### src/rtl/drive_frequency_sequencer_defines.svh
`ifndef DRIVE_FREQUENCY_SEQUENCER_DEFINES_SVH
`define DRIVE_FREQUENCY_SEQUENCER_DEFINES_SVH

// register byte offsets
`define OFS_CTRL        8'h00
`define OFS_UPPER       8'h04
`define OFS_LOWER       8'h08
`define OFS_GAIN        8'h0C
`define OFS_BIAS        8'h10
`define OFS_MAXFREQ     8'h14
`define OFS_DCB_FREQ    8'h18
`define OFS_DCB_LEVEL   8'h1C
`define OFS_DCB_TIME    8'h20
`define OFS_START_FREQ  8'h24
`define OFS_HOLD_TIME   8'h28
`define OFS_STOP_FREQ   8'h2C
`define OFS_CARRIER     8'h30
`define OFS_STATUS      8'h34
`define OFS_OUT_FREQ    8'h38
`define OFS_COMMAND     8'h3C

// reset values (frequency in 0.1 Hz, time in 0.1 s, carrier in 10 Hz)
`define RST_UPPER       16'h0FA0
`define RST_LOWER       16'h0000
`define RST_GAIN        16'h01F4
`define RST_BIAS        16'h0000
`define RST_MAXFREQ     16'h01F4
`define RST_DCB_FREQ    16'h0000
`define RST_DCB_LEVEL   7'h00
`define RST_DCB_TIME    9'h000
`define RST_START_FREQ  16'h0005
`define RST_HOLD_TIME   7'h00
`define RST_STOP_FREQ   16'h0002
`define RST_CARRIER     11'h0320

// fixed figures
`define PICKUP_MIN      16'h0032
`define PICKUP_MAX      16'h04B0
`define DCB_FLOOR       7'h05
`define CARRIER_MIN     11'h04B
`define CARRIER_MAX     11'h5DC
`define TONE_CARRIER    11'h2BC

// timing: 0.1 s time unit and a ramp step interval
`define CLK_PERIOD_NS   10
`define TIME_UNIT_NS    100000000
`define TICK_CYCLES     (`TIME_UNIT_NS / `CLK_PERIOD_NS)
`define RAMP_STEP_NS    100000
`define RAMP_CYCLES     (`RAMP_STEP_NS / `CLK_PERIOD_NS)

`endif

### src/rtl/drive_frequency_sequencer_pkg.sv
package drive_frequency_sequencer_pkg;

	typedef enum logic [5:0]
	{
		ST_IDLE    = 6'h01,
		ST_HOLD    = 6'h02,
		ST_RUN     = 6'h04,
		ST_BRAKE   = 6'h08,
		ST_PWRLOSS = 6'h10,
		ST_TRIPPED = 6'h20
	} seq_state_t;

	typedef struct packed
	{
		logic       monitor_output_select;
		logic [1:0] sound_tone_select;
		logic       speed_pickup_select;
		logic [1:0] power_loss_restart_select;
	} ctrl_t;

	typedef struct packed
	{
		logic [15:0] freq;
		logic        enable;
		logic        reverse;
	} drive_out_t;

	typedef struct packed
	{
		logic       active;
		logic [6:0] level;
	} brake_out_t;

endpackage : drive_frequency_sequencer_pkg

### src/rtl/drive_frequency_sequencer.sv
`include "drive_frequency_sequencer_defines.svh"
`timescale 1ns/1ps
`default_nettype none

module drive_frequency_sequencer #(
	parameter int unsigned TICK_CYCLES = `TICK_CYCLES,
	parameter int unsigned RAMP_CYCLES = `RAMP_CYCLES,
	parameter bit          LARGE_MODEL = 1'b0
) (
	// clock and reset
	input  wire logic                               mclk,
	input  wire logic                               rst,
	// register port
	input  wire logic [7:0]                         addr,
	input  wire logic [31:0]                        wr_data,
	input  wire logic                               wr_strobe,
	input  wire logic                               rd_strobe,
	output logic [31:0]                             rd_data,
	// pins and measurements
	input  wire logic                               run_fwd,
	input  wire logic                               run_rev,
	input  wire logic                               undervoltage,
	input  wire logic [11:0]                        analog_in,
	input  wire logic                               pickup_valid,
	input  wire logic [15:0]                        pickup_freq,
	// drive outputs
	output drive_frequency_sequencer_pkg::drive_out_t drive_out,
	output drive_frequency_sequencer_pkg::brake_out_t brake_out,
	output logic                                    trip,
	output logic [10:0]                             carrier_freq,
	output logic [1:0]                              tone_pattern,
	output logic                                    monitor_analog_output,
	output logic                                    monitor_pulse_output
);

	drive_frequency_sequencer_pkg::seq_state_t state_reg, state_next;
	drive_frequency_sequencer_pkg::ctrl_t      ctrl_reg;

	logic [15:0] freq_upper_limit_reg, freq_lower_limit_reg;
	logic [15:0] analog_freq_gain_reg, max_freq_reg;
	logic [15:0] bias_frequency_reg;
	logic [15:0] dc_brake_start_freq_reg, starting_freq_reg;
	logic [15:0] stopping_freq_reg;
	logic [6:0]  dc_brake_level_reg, starting_hold_time_reg;
	logic [8:0]  dc_brake_time_reg;
	logic [10:0] carrier_freq_setting_reg;
	logic [15:0] out_freq_reg, out_freq_next, latched_freq_reg;
	logic        trip_reg, trip_next, dir_reg, dir_next;
	logic        skip_hold_reg, skip_hold_next, refused_reg;
	logic [8:0]  sec_cnt_reg, sec_cnt_next;
	logic [31:0] tick_cnt_reg, ramp_cnt_reg;
	logic [31:0] rd_data_reg;
	logic [2:0]  sync1_reg, sync2_reg;

	// pin synchronisers
	genvar gi;
	generate
		for (gi = 0; gi < 3; gi++)
		begin : g_sync
			always_ff @(posedge mclk or posedge rst)
			begin
				if (rst)
				begin
					sync1_reg[gi] <= 1'b0;
					sync2_reg[gi] <= 1'b0;
				end
				else
				begin
					sync1_reg[gi] <= (gi == 0) ? run_fwd :
						(gi == 1) ? run_rev : undervoltage;
					sync2_reg[gi] <= sync1_reg[gi];
				end
			end
		end
	endgenerate

	wire logic uv_s    = sync2_reg[2];
	wire logic run_cmd = sync2_reg[0] ^ sync2_reg[1];
	wire logic dir_cmd = sync2_reg[1];

	// setpoint: gain and bias first, limiter after
	wire logic [27:0] scaled_prod = analog_in * analog_freq_gain_reg;
	wire logic signed [16:0] bias_s   = $signed({bias_frequency_reg[15],
		bias_frequency_reg});
	wire logic signed [16:0] max_pos  = $signed({1'b0, max_freq_reg});
	wire logic signed [16:0] bias_c   = (bias_s > max_pos) ? max_pos :
		(bias_s < -max_pos) ? -max_pos : bias_s;
	wire logic signed [17:0] sum_s    = $signed({2'b00, scaled_prod[27:12]})
		+ $signed({bias_c[16], bias_c});
	wire logic [15:0] sp_raw = sum_s[17] ? 16'h0000 :
		(sum_s[16] ? 16'hFFFF : sum_s[15:0]);
	wire logic [15:0] eff_low = (freq_lower_limit_reg > freq_upper_limit_reg)
		? freq_upper_limit_reg : freq_lower_limit_reg;
	wire logic [15:0] target = (sp_raw > freq_upper_limit_reg)
		? freq_upper_limit_reg
		: (sp_raw < eff_low) ? eff_low : sp_raw;

	// start refusal and restart source
	wire logic start_refused = (starting_freq_reg < stopping_freq_reg) &&
		(target < stopping_freq_reg);
	wire logic pickup_ok = ctrl_reg.speed_pickup_select && pickup_valid &&
		(pickup_freq >= `PICKUP_MIN) && (pickup_freq <= `PICKUP_MAX);
	wire logic [1:0] rmode = ctrl_reg.power_loss_restart_select;
	wire logic [15:0] resume_freq = pickup_ok ? pickup_freq :
		(rmode == 2'h2) ? latched_freq_reg : starting_freq_reg;
	wire logic running = (state_reg == drive_frequency_sequencer_pkg::ST_HOLD)
		|| (state_reg == drive_frequency_sequencer_pkg::ST_RUN)
		|| (state_reg == drive_frequency_sequencer_pkg::ST_BRAKE);
	wire logic stopping = !run_cmd || (dir_cmd != dir_reg);
	wire logic tick = (tick_cnt_reg == TICK_CYCLES - 1);
	wire logic ramp_step = (ramp_cnt_reg == RAMP_CYCLES - 1);
	wire logic [6:0] brake_level = (LARGE_MODEL &&
		(dc_brake_level_reg != 7'h00) && (dc_brake_level_reg < `DCB_FLOOR))
		? `DCB_FLOOR : dc_brake_level_reg;
	wire logic [15:0] ramp_up = out_freq_reg + 16'h0001;
	wire logic [15:0] ramp_dn = out_freq_reg - 16'h0001;

	// sequencer
	always_comb
	begin
		state_next     = state_reg;
		out_freq_next  = out_freq_reg;
		trip_next      = trip_reg;
		dir_next       = dir_reg;
		skip_hold_next = skip_hold_reg;
		sec_cnt_next   = tick ? sec_cnt_reg + 9'h001 : sec_cnt_reg;
		unique case (state_reg)
			drive_frequency_sequencer_pkg::ST_IDLE:
			begin
				out_freq_next = 16'h0000;
				sec_cnt_next  = 9'h000;
				if (run_cmd && !start_refused && !uv_s)
				begin
					dir_next      = dir_cmd;
					out_freq_next = starting_freq_reg;
					state_next    = skip_hold_reg
						? drive_frequency_sequencer_pkg::ST_RUN
						: drive_frequency_sequencer_pkg::ST_HOLD;
					skip_hold_next = 1'b0;
				end
			end
			drive_frequency_sequencer_pkg::ST_HOLD:
			begin
				if (sec_cnt_reg >= {2'b00, starting_hold_time_reg})
					state_next = drive_frequency_sequencer_pkg::ST_RUN;
			end
			drive_frequency_sequencer_pkg::ST_RUN:
			begin
				sec_cnt_next = 9'h000;
				if (stopping)
				begin
					if (dc_brake_time_reg != 9'h000 &&
						out_freq_reg <= dc_brake_start_freq_reg)
					begin
						out_freq_next = 16'h0000;
						state_next    = drive_frequency_sequencer_pkg::ST_BRAKE;
					end
					else if (out_freq_reg <= stopping_freq_reg)
					begin
						out_freq_next = 16'h0000;
						state_next    = drive_frequency_sequencer_pkg::ST_IDLE;
					end
					else if (ramp_step)
						out_freq_next = ramp_dn;
					skip_hold_next = run_cmd;
				end
				else if (ramp_step && out_freq_reg < target)
					out_freq_next = ramp_up;
				else if (ramp_step && out_freq_reg > target)
					out_freq_next = ramp_dn;
			end
			drive_frequency_sequencer_pkg::ST_BRAKE:
			begin
				out_freq_next = 16'h0000;
				if (sec_cnt_reg >= dc_brake_time_reg)
					state_next = drive_frequency_sequencer_pkg::ST_IDLE;
			end
			drive_frequency_sequencer_pkg::ST_PWRLOSS:
			begin
				out_freq_next = 16'h0000;
				if (!uv_s)
				begin
					if (rmode == 2'h1)
					begin
						trip_next  = 1'b1;
						state_next = drive_frequency_sequencer_pkg::ST_TRIPPED;
					end
					else if (run_cmd)
					begin
						out_freq_next = resume_freq;
						state_next    = drive_frequency_sequencer_pkg::ST_RUN;
					end
					else
						state_next = drive_frequency_sequencer_pkg::ST_IDLE;
				end
			end
			drive_frequency_sequencer_pkg::ST_TRIPPED:
			begin
				out_freq_next = 16'h0000;
				if (wr_strobe && addr == `OFS_COMMAND && wr_data[0])
				begin
					trip_next  = 1'b0;
					state_next = drive_frequency_sequencer_pkg::ST_IDLE;
				end
			end
			default:
			begin
				out_freq_next = 16'h0000;
				state_next    = drive_frequency_sequencer_pkg::ST_IDLE;
			end
		endcase
		if (running && uv_s)
		begin
			out_freq_next = 16'h0000;
			if (rmode == 2'h0)
			begin
				trip_next  = 1'b1;
				state_next = drive_frequency_sequencer_pkg::ST_TRIPPED;
			end
			else
				state_next = drive_frequency_sequencer_pkg::ST_PWRLOSS;
		end
	end

	always_ff @(posedge mclk or posedge rst)
	begin
		if (rst)
		begin
			state_reg     <= drive_frequency_sequencer_pkg::ST_IDLE;
			out_freq_reg  <= 16'h0000;
			trip_reg      <= 1'b0;
			dir_reg       <= 1'b0;
			skip_hold_reg <= 1'b0;
			sec_cnt_reg   <= 9'h000;
		end
		else
		begin
			state_reg     <= state_next;
			out_freq_reg  <= out_freq_next;
			trip_reg      <= trip_next;
			dir_reg       <= dir_next;
			skip_hold_reg <= skip_hold_next;
			sec_cnt_reg   <= sec_cnt_next;
		end
	end

	// latch frequency at power loss; time bases
	always_ff @(posedge mclk or posedge rst)
	begin
		if (rst)
		begin
			latched_freq_reg <= 16'h0000;
			tick_cnt_reg     <= 32'h0000_0000;
			ramp_cnt_reg     <= 32'h0000_0000;
			refused_reg      <= 1'b0;
		end
		else
		begin
			if (running && uv_s)
				latched_freq_reg <= out_freq_reg;
			tick_cnt_reg <= (tick || !running || state_reg ==
				drive_frequency_sequencer_pkg::ST_RUN) ? 32'h0000_0000
				: tick_cnt_reg + 32'h0000_0001;
			ramp_cnt_reg <= ramp_step ? 32'h0000_0000
				: ramp_cnt_reg + 32'h0000_0001;
			refused_reg  <= (state_reg == drive_frequency_sequencer_pkg::ST_IDLE)
				&& run_cmd && start_refused;
		end
	end

	// register writes
	wire logic wr_hit = wr_strobe;
	always_ff @(posedge mclk or posedge rst)
	begin
		if (rst)
		begin
			ctrl_reg                 <= '0;
			freq_upper_limit_reg     <= `RST_UPPER;
			freq_lower_limit_reg     <= `RST_LOWER;
			analog_freq_gain_reg     <= `RST_GAIN;
			bias_frequency_reg       <= `RST_BIAS;
			max_freq_reg             <= `RST_MAXFREQ;
			dc_brake_start_freq_reg  <= `RST_DCB_FREQ;
			dc_brake_level_reg       <= `RST_DCB_LEVEL;
			dc_brake_time_reg        <= `RST_DCB_TIME;
			starting_freq_reg        <= `RST_START_FREQ;
			starting_hold_time_reg   <= `RST_HOLD_TIME;
			stopping_freq_reg        <= `RST_STOP_FREQ;
			carrier_freq_setting_reg <= `RST_CARRIER;
		end
		else if (wr_hit)
		begin
			unique case (addr)
				`OFS_CTRL:       ctrl_reg <= wr_data[5:0];
				`OFS_UPPER:      freq_upper_limit_reg <= wr_data[15:0];
				`OFS_LOWER:      freq_lower_limit_reg <= wr_data[15:0];
				`OFS_GAIN:       analog_freq_gain_reg <= wr_data[15:0];
				`OFS_BIAS:       bias_frequency_reg <= wr_data[15:0];
				`OFS_MAXFREQ:    max_freq_reg <= wr_data[15:0];
				`OFS_DCB_FREQ:   dc_brake_start_freq_reg <= wr_data[15:0];
				`OFS_DCB_LEVEL:  dc_brake_level_reg <= wr_data[6:0];
				`OFS_DCB_TIME:   dc_brake_time_reg <= wr_data[8:0];
				`OFS_START_FREQ: starting_freq_reg <= wr_data[15:0];
				`OFS_HOLD_TIME:  starting_hold_time_reg <= wr_data[6:0];
				`OFS_STOP_FREQ:  stopping_freq_reg <= wr_data[15:0];
				`OFS_CARRIER:    carrier_freq_setting_reg <= wr_data[10:0];
				default:         ;
			endcase
		end
	end

	// register reads, data valid the cycle after the strobe only
	wire logic [31:0] rd_mux =
		(addr == `OFS_CTRL)       ? {26'h0, ctrl_reg} :
		(addr == `OFS_UPPER)      ? {16'h0, freq_upper_limit_reg} :
		(addr == `OFS_LOWER)      ? {16'h0, freq_lower_limit_reg} :
		(addr == `OFS_GAIN)       ? {16'h0, analog_freq_gain_reg} :
		(addr == `OFS_BIAS)       ? {16'h0, bias_frequency_reg} :
		(addr == `OFS_MAXFREQ)    ? {16'h0, max_freq_reg} :
		(addr == `OFS_DCB_FREQ)   ? {16'h0, dc_brake_start_freq_reg} :
		(addr == `OFS_DCB_LEVEL)  ? {25'h0, dc_brake_level_reg} :
		(addr == `OFS_DCB_TIME)   ? {23'h0, dc_brake_time_reg} :
		(addr == `OFS_START_FREQ) ? {16'h0, starting_freq_reg} :
		(addr == `OFS_HOLD_TIME)  ? {25'h0, starting_hold_time_reg} :
		(addr == `OFS_STOP_FREQ)  ? {16'h0, stopping_freq_reg} :
		(addr == `OFS_CARRIER)    ? {21'h0, carrier_freq_setting_reg} :
		(addr == `OFS_STATUS)     ? {22'h0, refused_reg, dir_reg,
			trip_reg, uv_s, state_reg} :
		(addr == `OFS_OUT_FREQ)   ? {16'h0, out_freq_reg} : 32'h0000_0000;

	always_ff @(posedge mclk or posedge rst)
	begin
		if (rst)
			rd_data_reg <= 32'h0000_0000;
		else
			rd_data_reg <= rd_strobe ? rd_mux : 32'h0000_0000;
	end

	// outputs
	assign rd_data           = rd_data_reg;
	assign drive_out.freq    = out_freq_reg;
	assign drive_out.enable  = (state_reg == drive_frequency_sequencer_pkg::ST_HOLD)
		|| (state_reg == drive_frequency_sequencer_pkg::ST_RUN);
	assign drive_out.reverse = dir_reg;
	assign brake_out.active  = (state_reg == drive_frequency_sequencer_pkg::ST_BRAKE);
	assign brake_out.level   = brake_out.active ? brake_level : 7'h00;
	assign trip              = trip_reg;
	assign carrier_freq = (carrier_freq_setting_reg < `CARRIER_MIN) ? `CARRIER_MIN
		: (carrier_freq_setting_reg > `CARRIER_MAX) ? `CARRIER_MAX
		: carrier_freq_setting_reg;
	assign tone_pattern = (carrier_freq <= `TONE_CARRIER)
		? ctrl_reg.sound_tone_select : 2'h0;
	assign monitor_analog_output = !ctrl_reg.monitor_output_select;
	assign monitor_pulse_output  = ctrl_reg.monitor_output_select;
endmodule : drive_frequency_sequencer

`default_nettype wire

### config.mk
export PLATFORM = sky130hd
export DESIGN_NAME = drive_frequency_sequencer
export DESIGN_NICKNAME = d
export VERILOG_FILES = /design/src/rtl/drive_frequency_sequencer_pkg.sv /design/src/rtl/drive_frequency_sequencer.sv
export VERILOG_INCLUDE_DIRS = /design/src /design/src/rtl
export SDC_FILE = /design/constraint.sdc
export NUM_CORES = 2
export LEC_CHECK = 0
export BUFFER_PORTS_ARGS = -buffer_cell sky130_fd_sc_hd__buf_4
export CAP_MARGIN = 20
export CORE_MARGIN = 4
export CORE_UTILIZATION = 60
export CTS_CLUSTER_DIAMETER = 200
export DETAILED_ROUTE_END_ITERATION = 8
export PLACE_DENSITY = 0.76
export SYNTH_ARGS = -nofsm -noshare
export SYNTH_HDL_FRONTEND = slang
export SYNTH_SLANG_ARGS = --single-unit
### constraint.sdc
create_clock -name mclk -period 19.05 [get_ports mclk]
set_clock_uncertainty 0.1 [all_clocks]
set_input_delay 0.9525 -clock mclk [delete_from_list [all_inputs] [get_ports mclk]]
set_output_delay 0.9525 -clock mclk [all_outputs]
set_load 0.01 [all_outputs]
==> PnR_summary.wiki <==
{| class="wikitable"
! Metric !! Value
|-
| Result of the run || complete, no violations
|-
| Total number of nets in the final design || 3,483
|-
| Share of post-route cells with drive strength above 1 || 13.9%
|-
| Clock transition at the registers of the reported paths || ~0.07 ns
|-
| Critical Setup Path Class || flip-flop to flip-flop
|-
| Power density over the cells || 112 nW/um^2
|-
| Cell area after layout || 29,300 um^2
|-
| Height of the die || 220 um
|-
| Worst path top cell family by delay || compound AO/OA/AOI/OAI gates
|-
| Clk Tree Root Cell || clkbuf_16
|-
| Post-layout total power || between 3 and 4 mW
|-
| Fillcell total || approximately 3,600
|-
| WL per Instance || 21.5 um
|-
| Number of cells in the finished layout apart from fillers || between 3,000 and 4,000
|-
| Main flop type after synthesis || dfrtp_1
|-
| Number of I/O port buffers || 117
|-
| Half-perimeter wire length after detailed placement || 59,100 um
|-
| Total Neg Setup Slack || 0 ns
|-
| Count of instances resized after the clock tree is built || 0
|-
| Number of cells produced by synthesis || 2,961
|-
| Register area || 7660 um^2
|-
| CP Max Fanout || 17
|-
| Share of flip-flops with an asynchronous set or reset || 100%
|-
| Data arrival time of the critical path || 16.15 ns
|-
| Syn Area/Cell || 9.12 um^2
|-
| Flops & latches, synth || 305
|-
| Leading cell types in the layout, fill and taps excluded || inv_1 (320), dfrtp_1 (280), nand2_1 (267)
|-
| # rows || 77
|-
| Data required time at the worst endpoint || 19.43 ns
|-
| Nature of the critical path endpoint || flip-flop
|-
| Portion of the post-synthesis area used by sequential elements || approximately 28%
|-
| Post-placement setup slack || 3.08 ns
|-
| Min Clock Period, post-route || 15.77 ns
|-
| Diodes inserted || 0
|-
| Number of enable-type register cells in the synthesized netlist || 0
|-
| Clock tree from TritonCTS || built
|-
| Leakage || about 14 nW
|-
| Final max-slew violation count || 0
|-
| Wire length of the first global-routing pass || 124,000 um
|-
| Most common cell after layout, fill and taps aside || inv_1
|-
| Minimum setup slack among reg-to-reg paths || between 3 and 4 ns
|-
| Floorplan Core Area || 44,300 um^2
|-
| DRC violation count after routing || 0
|-
| Launch point of the critical path || analog_freq_gain_reg[5]
|-
| Share of the clock period used by the worst path || 82.8%
|-
| Number of DRC markers in iteration 0 || 2,027
|-
| Instance area at placement || 28,300 um^2
|-
| Number of max-cap violations || 0
|-
| Crit path largest cell delay || 0.75 ns
|-
| Via count normalized by instance count || 6.34
|-
| Cell at the slowest stage of the critical path || dfstp_2
|-
| Reg-to-reg critical path startpoint || analog_freq_gain_reg[5]
|-
| Nature of the critical path startpoint || flip-flop
|-
| Die outline width || 220 um
|-
| Total via count after detailed routing || 23,000
|-
| Final setup margin || approximately 3.3 ns
|-
| Clock sinks || 305
|-
| Cell variety after synth || 90
|-
| Number of nets still failing antenna checks after routing || 0
|-
| CTS H-tree lvls || 1
|-
| RSZ-0062 raised after global routing || false
|-
| Last weighted congestion value of the routability-driven placer || 0.939
|-
| Number of antenna violations at the first check in global routing || 3
|-
| WP buf/inv || 5
|-
| Initial cell density of the core || 60.9%
|-
| CTS hold repair buffers || 0
|-
| Clock Latency Late Sink || approximately 0.58 ns
|-
| Total global routing overflow || 0
|-
| CTS buffer count || 29
|-
| Hold violation count in the final report || 0
|-
| Maximum achievable frequency || 0.0634 GHz
|-
| Count of cells along the worst register-to-register path || 56
|-
| Least-Margin Pin Slew || 1.19 ns
|-
| Maximum number of pins on one net before global-route repair || 195
|-
| Cell count along the critical path || 56
|-
| Boundary Pins || 150
|-
| Post-detailed-routing wire length || 77,900 um
|-
| Post-Route Utilization || approximately 66%
|-
| Number of placed instances with taps included || 3,569
|-
| Area of the mapped netlist || 27,000 um^2
|-
| Relative max-transition margin || 20.4%
|-
| Warnings from Yosys || 0
|-
| GR Util All Layers || between 30 and 40%
|-
| Total Die Area || 48,500 um^2
|-
| Number of setup buffers added after CTS || 0
|-
| Worst Hold Slack || 0.244 ns
|-
| Area taken by multi-input logic gates || 17,600 um^2
|-
| Reg2reg end || out_freq_reg[14]
|-
| Buffer depth of the longest clock path || 3
|-
| Final setup violation count || 0
|-
| IR drop worst, VDD || 148 uV
|-
| Via count of the first global-routing pass || 23,300
|-
| Detailed-router iteration count before antenna repair || 6
|-
| Growth of design area from synthesis to finish || 8.62%
|-
| Critical path destination || out_freq_reg[14]
|-
| Type of the worst min-delay path || flip-flop to flip-flop
|}
==> metal layers <==
layer	vias to the layer above	wire (um)	GRT usage, %
met3	276	5650	4.42
met2	1083	37000	53.4
li1	10400	-	-
met1	11200	30800	41.4
met5	-	25	0
met4	4	4470	16.0
==> synth_stat cells (38+ instances only) <==
| master | instances | area, um^2 |
|---|---|---|
| a21o_1 | 61 | 458 |
| a21oi_1 | 148 | 741 |
| a22oi_1 | 53 | 398 |
| and2_1 | 79 | 494 |
| clkbuf_1 | 103 | 387 |
| dfrtp_1 | 280 | 7010 |
| fa_1 | 140 | 2800 |
| ha_1 | 254 | 3180 |
| inv_1 | 321 | 1200 |
| mux2_2 | 177 | 1990 |
| nand2_1 | 267 | 1000 |
| nand3_1 | 90 | 450 |
| nand4_1 | 44 | 275 |
| nor2_1 | 205 | 769 |
| nor3_1 | 44 | 220 |
| o21ai_0 | 122 | 611 |
| xnor2_1 | 70 | 613 |
| xor2_1 | 38 | 333 |
==> cells by family after synthesis <==
kind of cell             count (synthesis)  synth area share (%)
flip-flops                             305                  28.4
adder cells (fa/ha/maj)                394                  22.2
AO/OA/AOI/OAI                          600                  14.8
AND/OR/NAND/NOR                        902                  16.4
buffers and inverters                  452                  6.54
multiplexers                           198                  8.18
XOR/XNOR                               109                  3.56
other                                    1                0.0139
==> worst min-delay path by stage <==
stage	end	slack, ns	depth (start not counted)	start
finish	sync2_reg[0]	0.24	0	sync1_reg[0]
global route	uv_s	0.25	0	sync1_reg[2]
CTS	sync2_reg[0]	0.25	0	sync1_reg[0]
detailed placement	uv_s	0.23	0	sync1_reg[2]
global placement	dir_cmd	0.23	0	sync1_reg[1]
floorplan	dir_cmd	0.23	0	sync1_reg[1]
==> layout make-up <==
| type | instances | share of cell area, % |
|---|---|---|
| Clock buffer | 39 | 2.81 |
| Clock inverter | 15 | 0.619 |
| Inverter | 321 | 4.13 |
| Multi-Input combinational cell | 2219 | 60.1 |
| Sequential cell | 305 | 26.1 |
| Tap cell | 592 | 2.53 |
| Timing Repair Buffer | 137 | 3.66 |
==> power by group <==
group          internal, mW  total (mW)  switching (mW)
sequential            0.683       0.750          0.0662
combinational         0.751        1.93            1.18
clock                 0.347       0.612           0.265
Power figures use the tool's default switching activity.
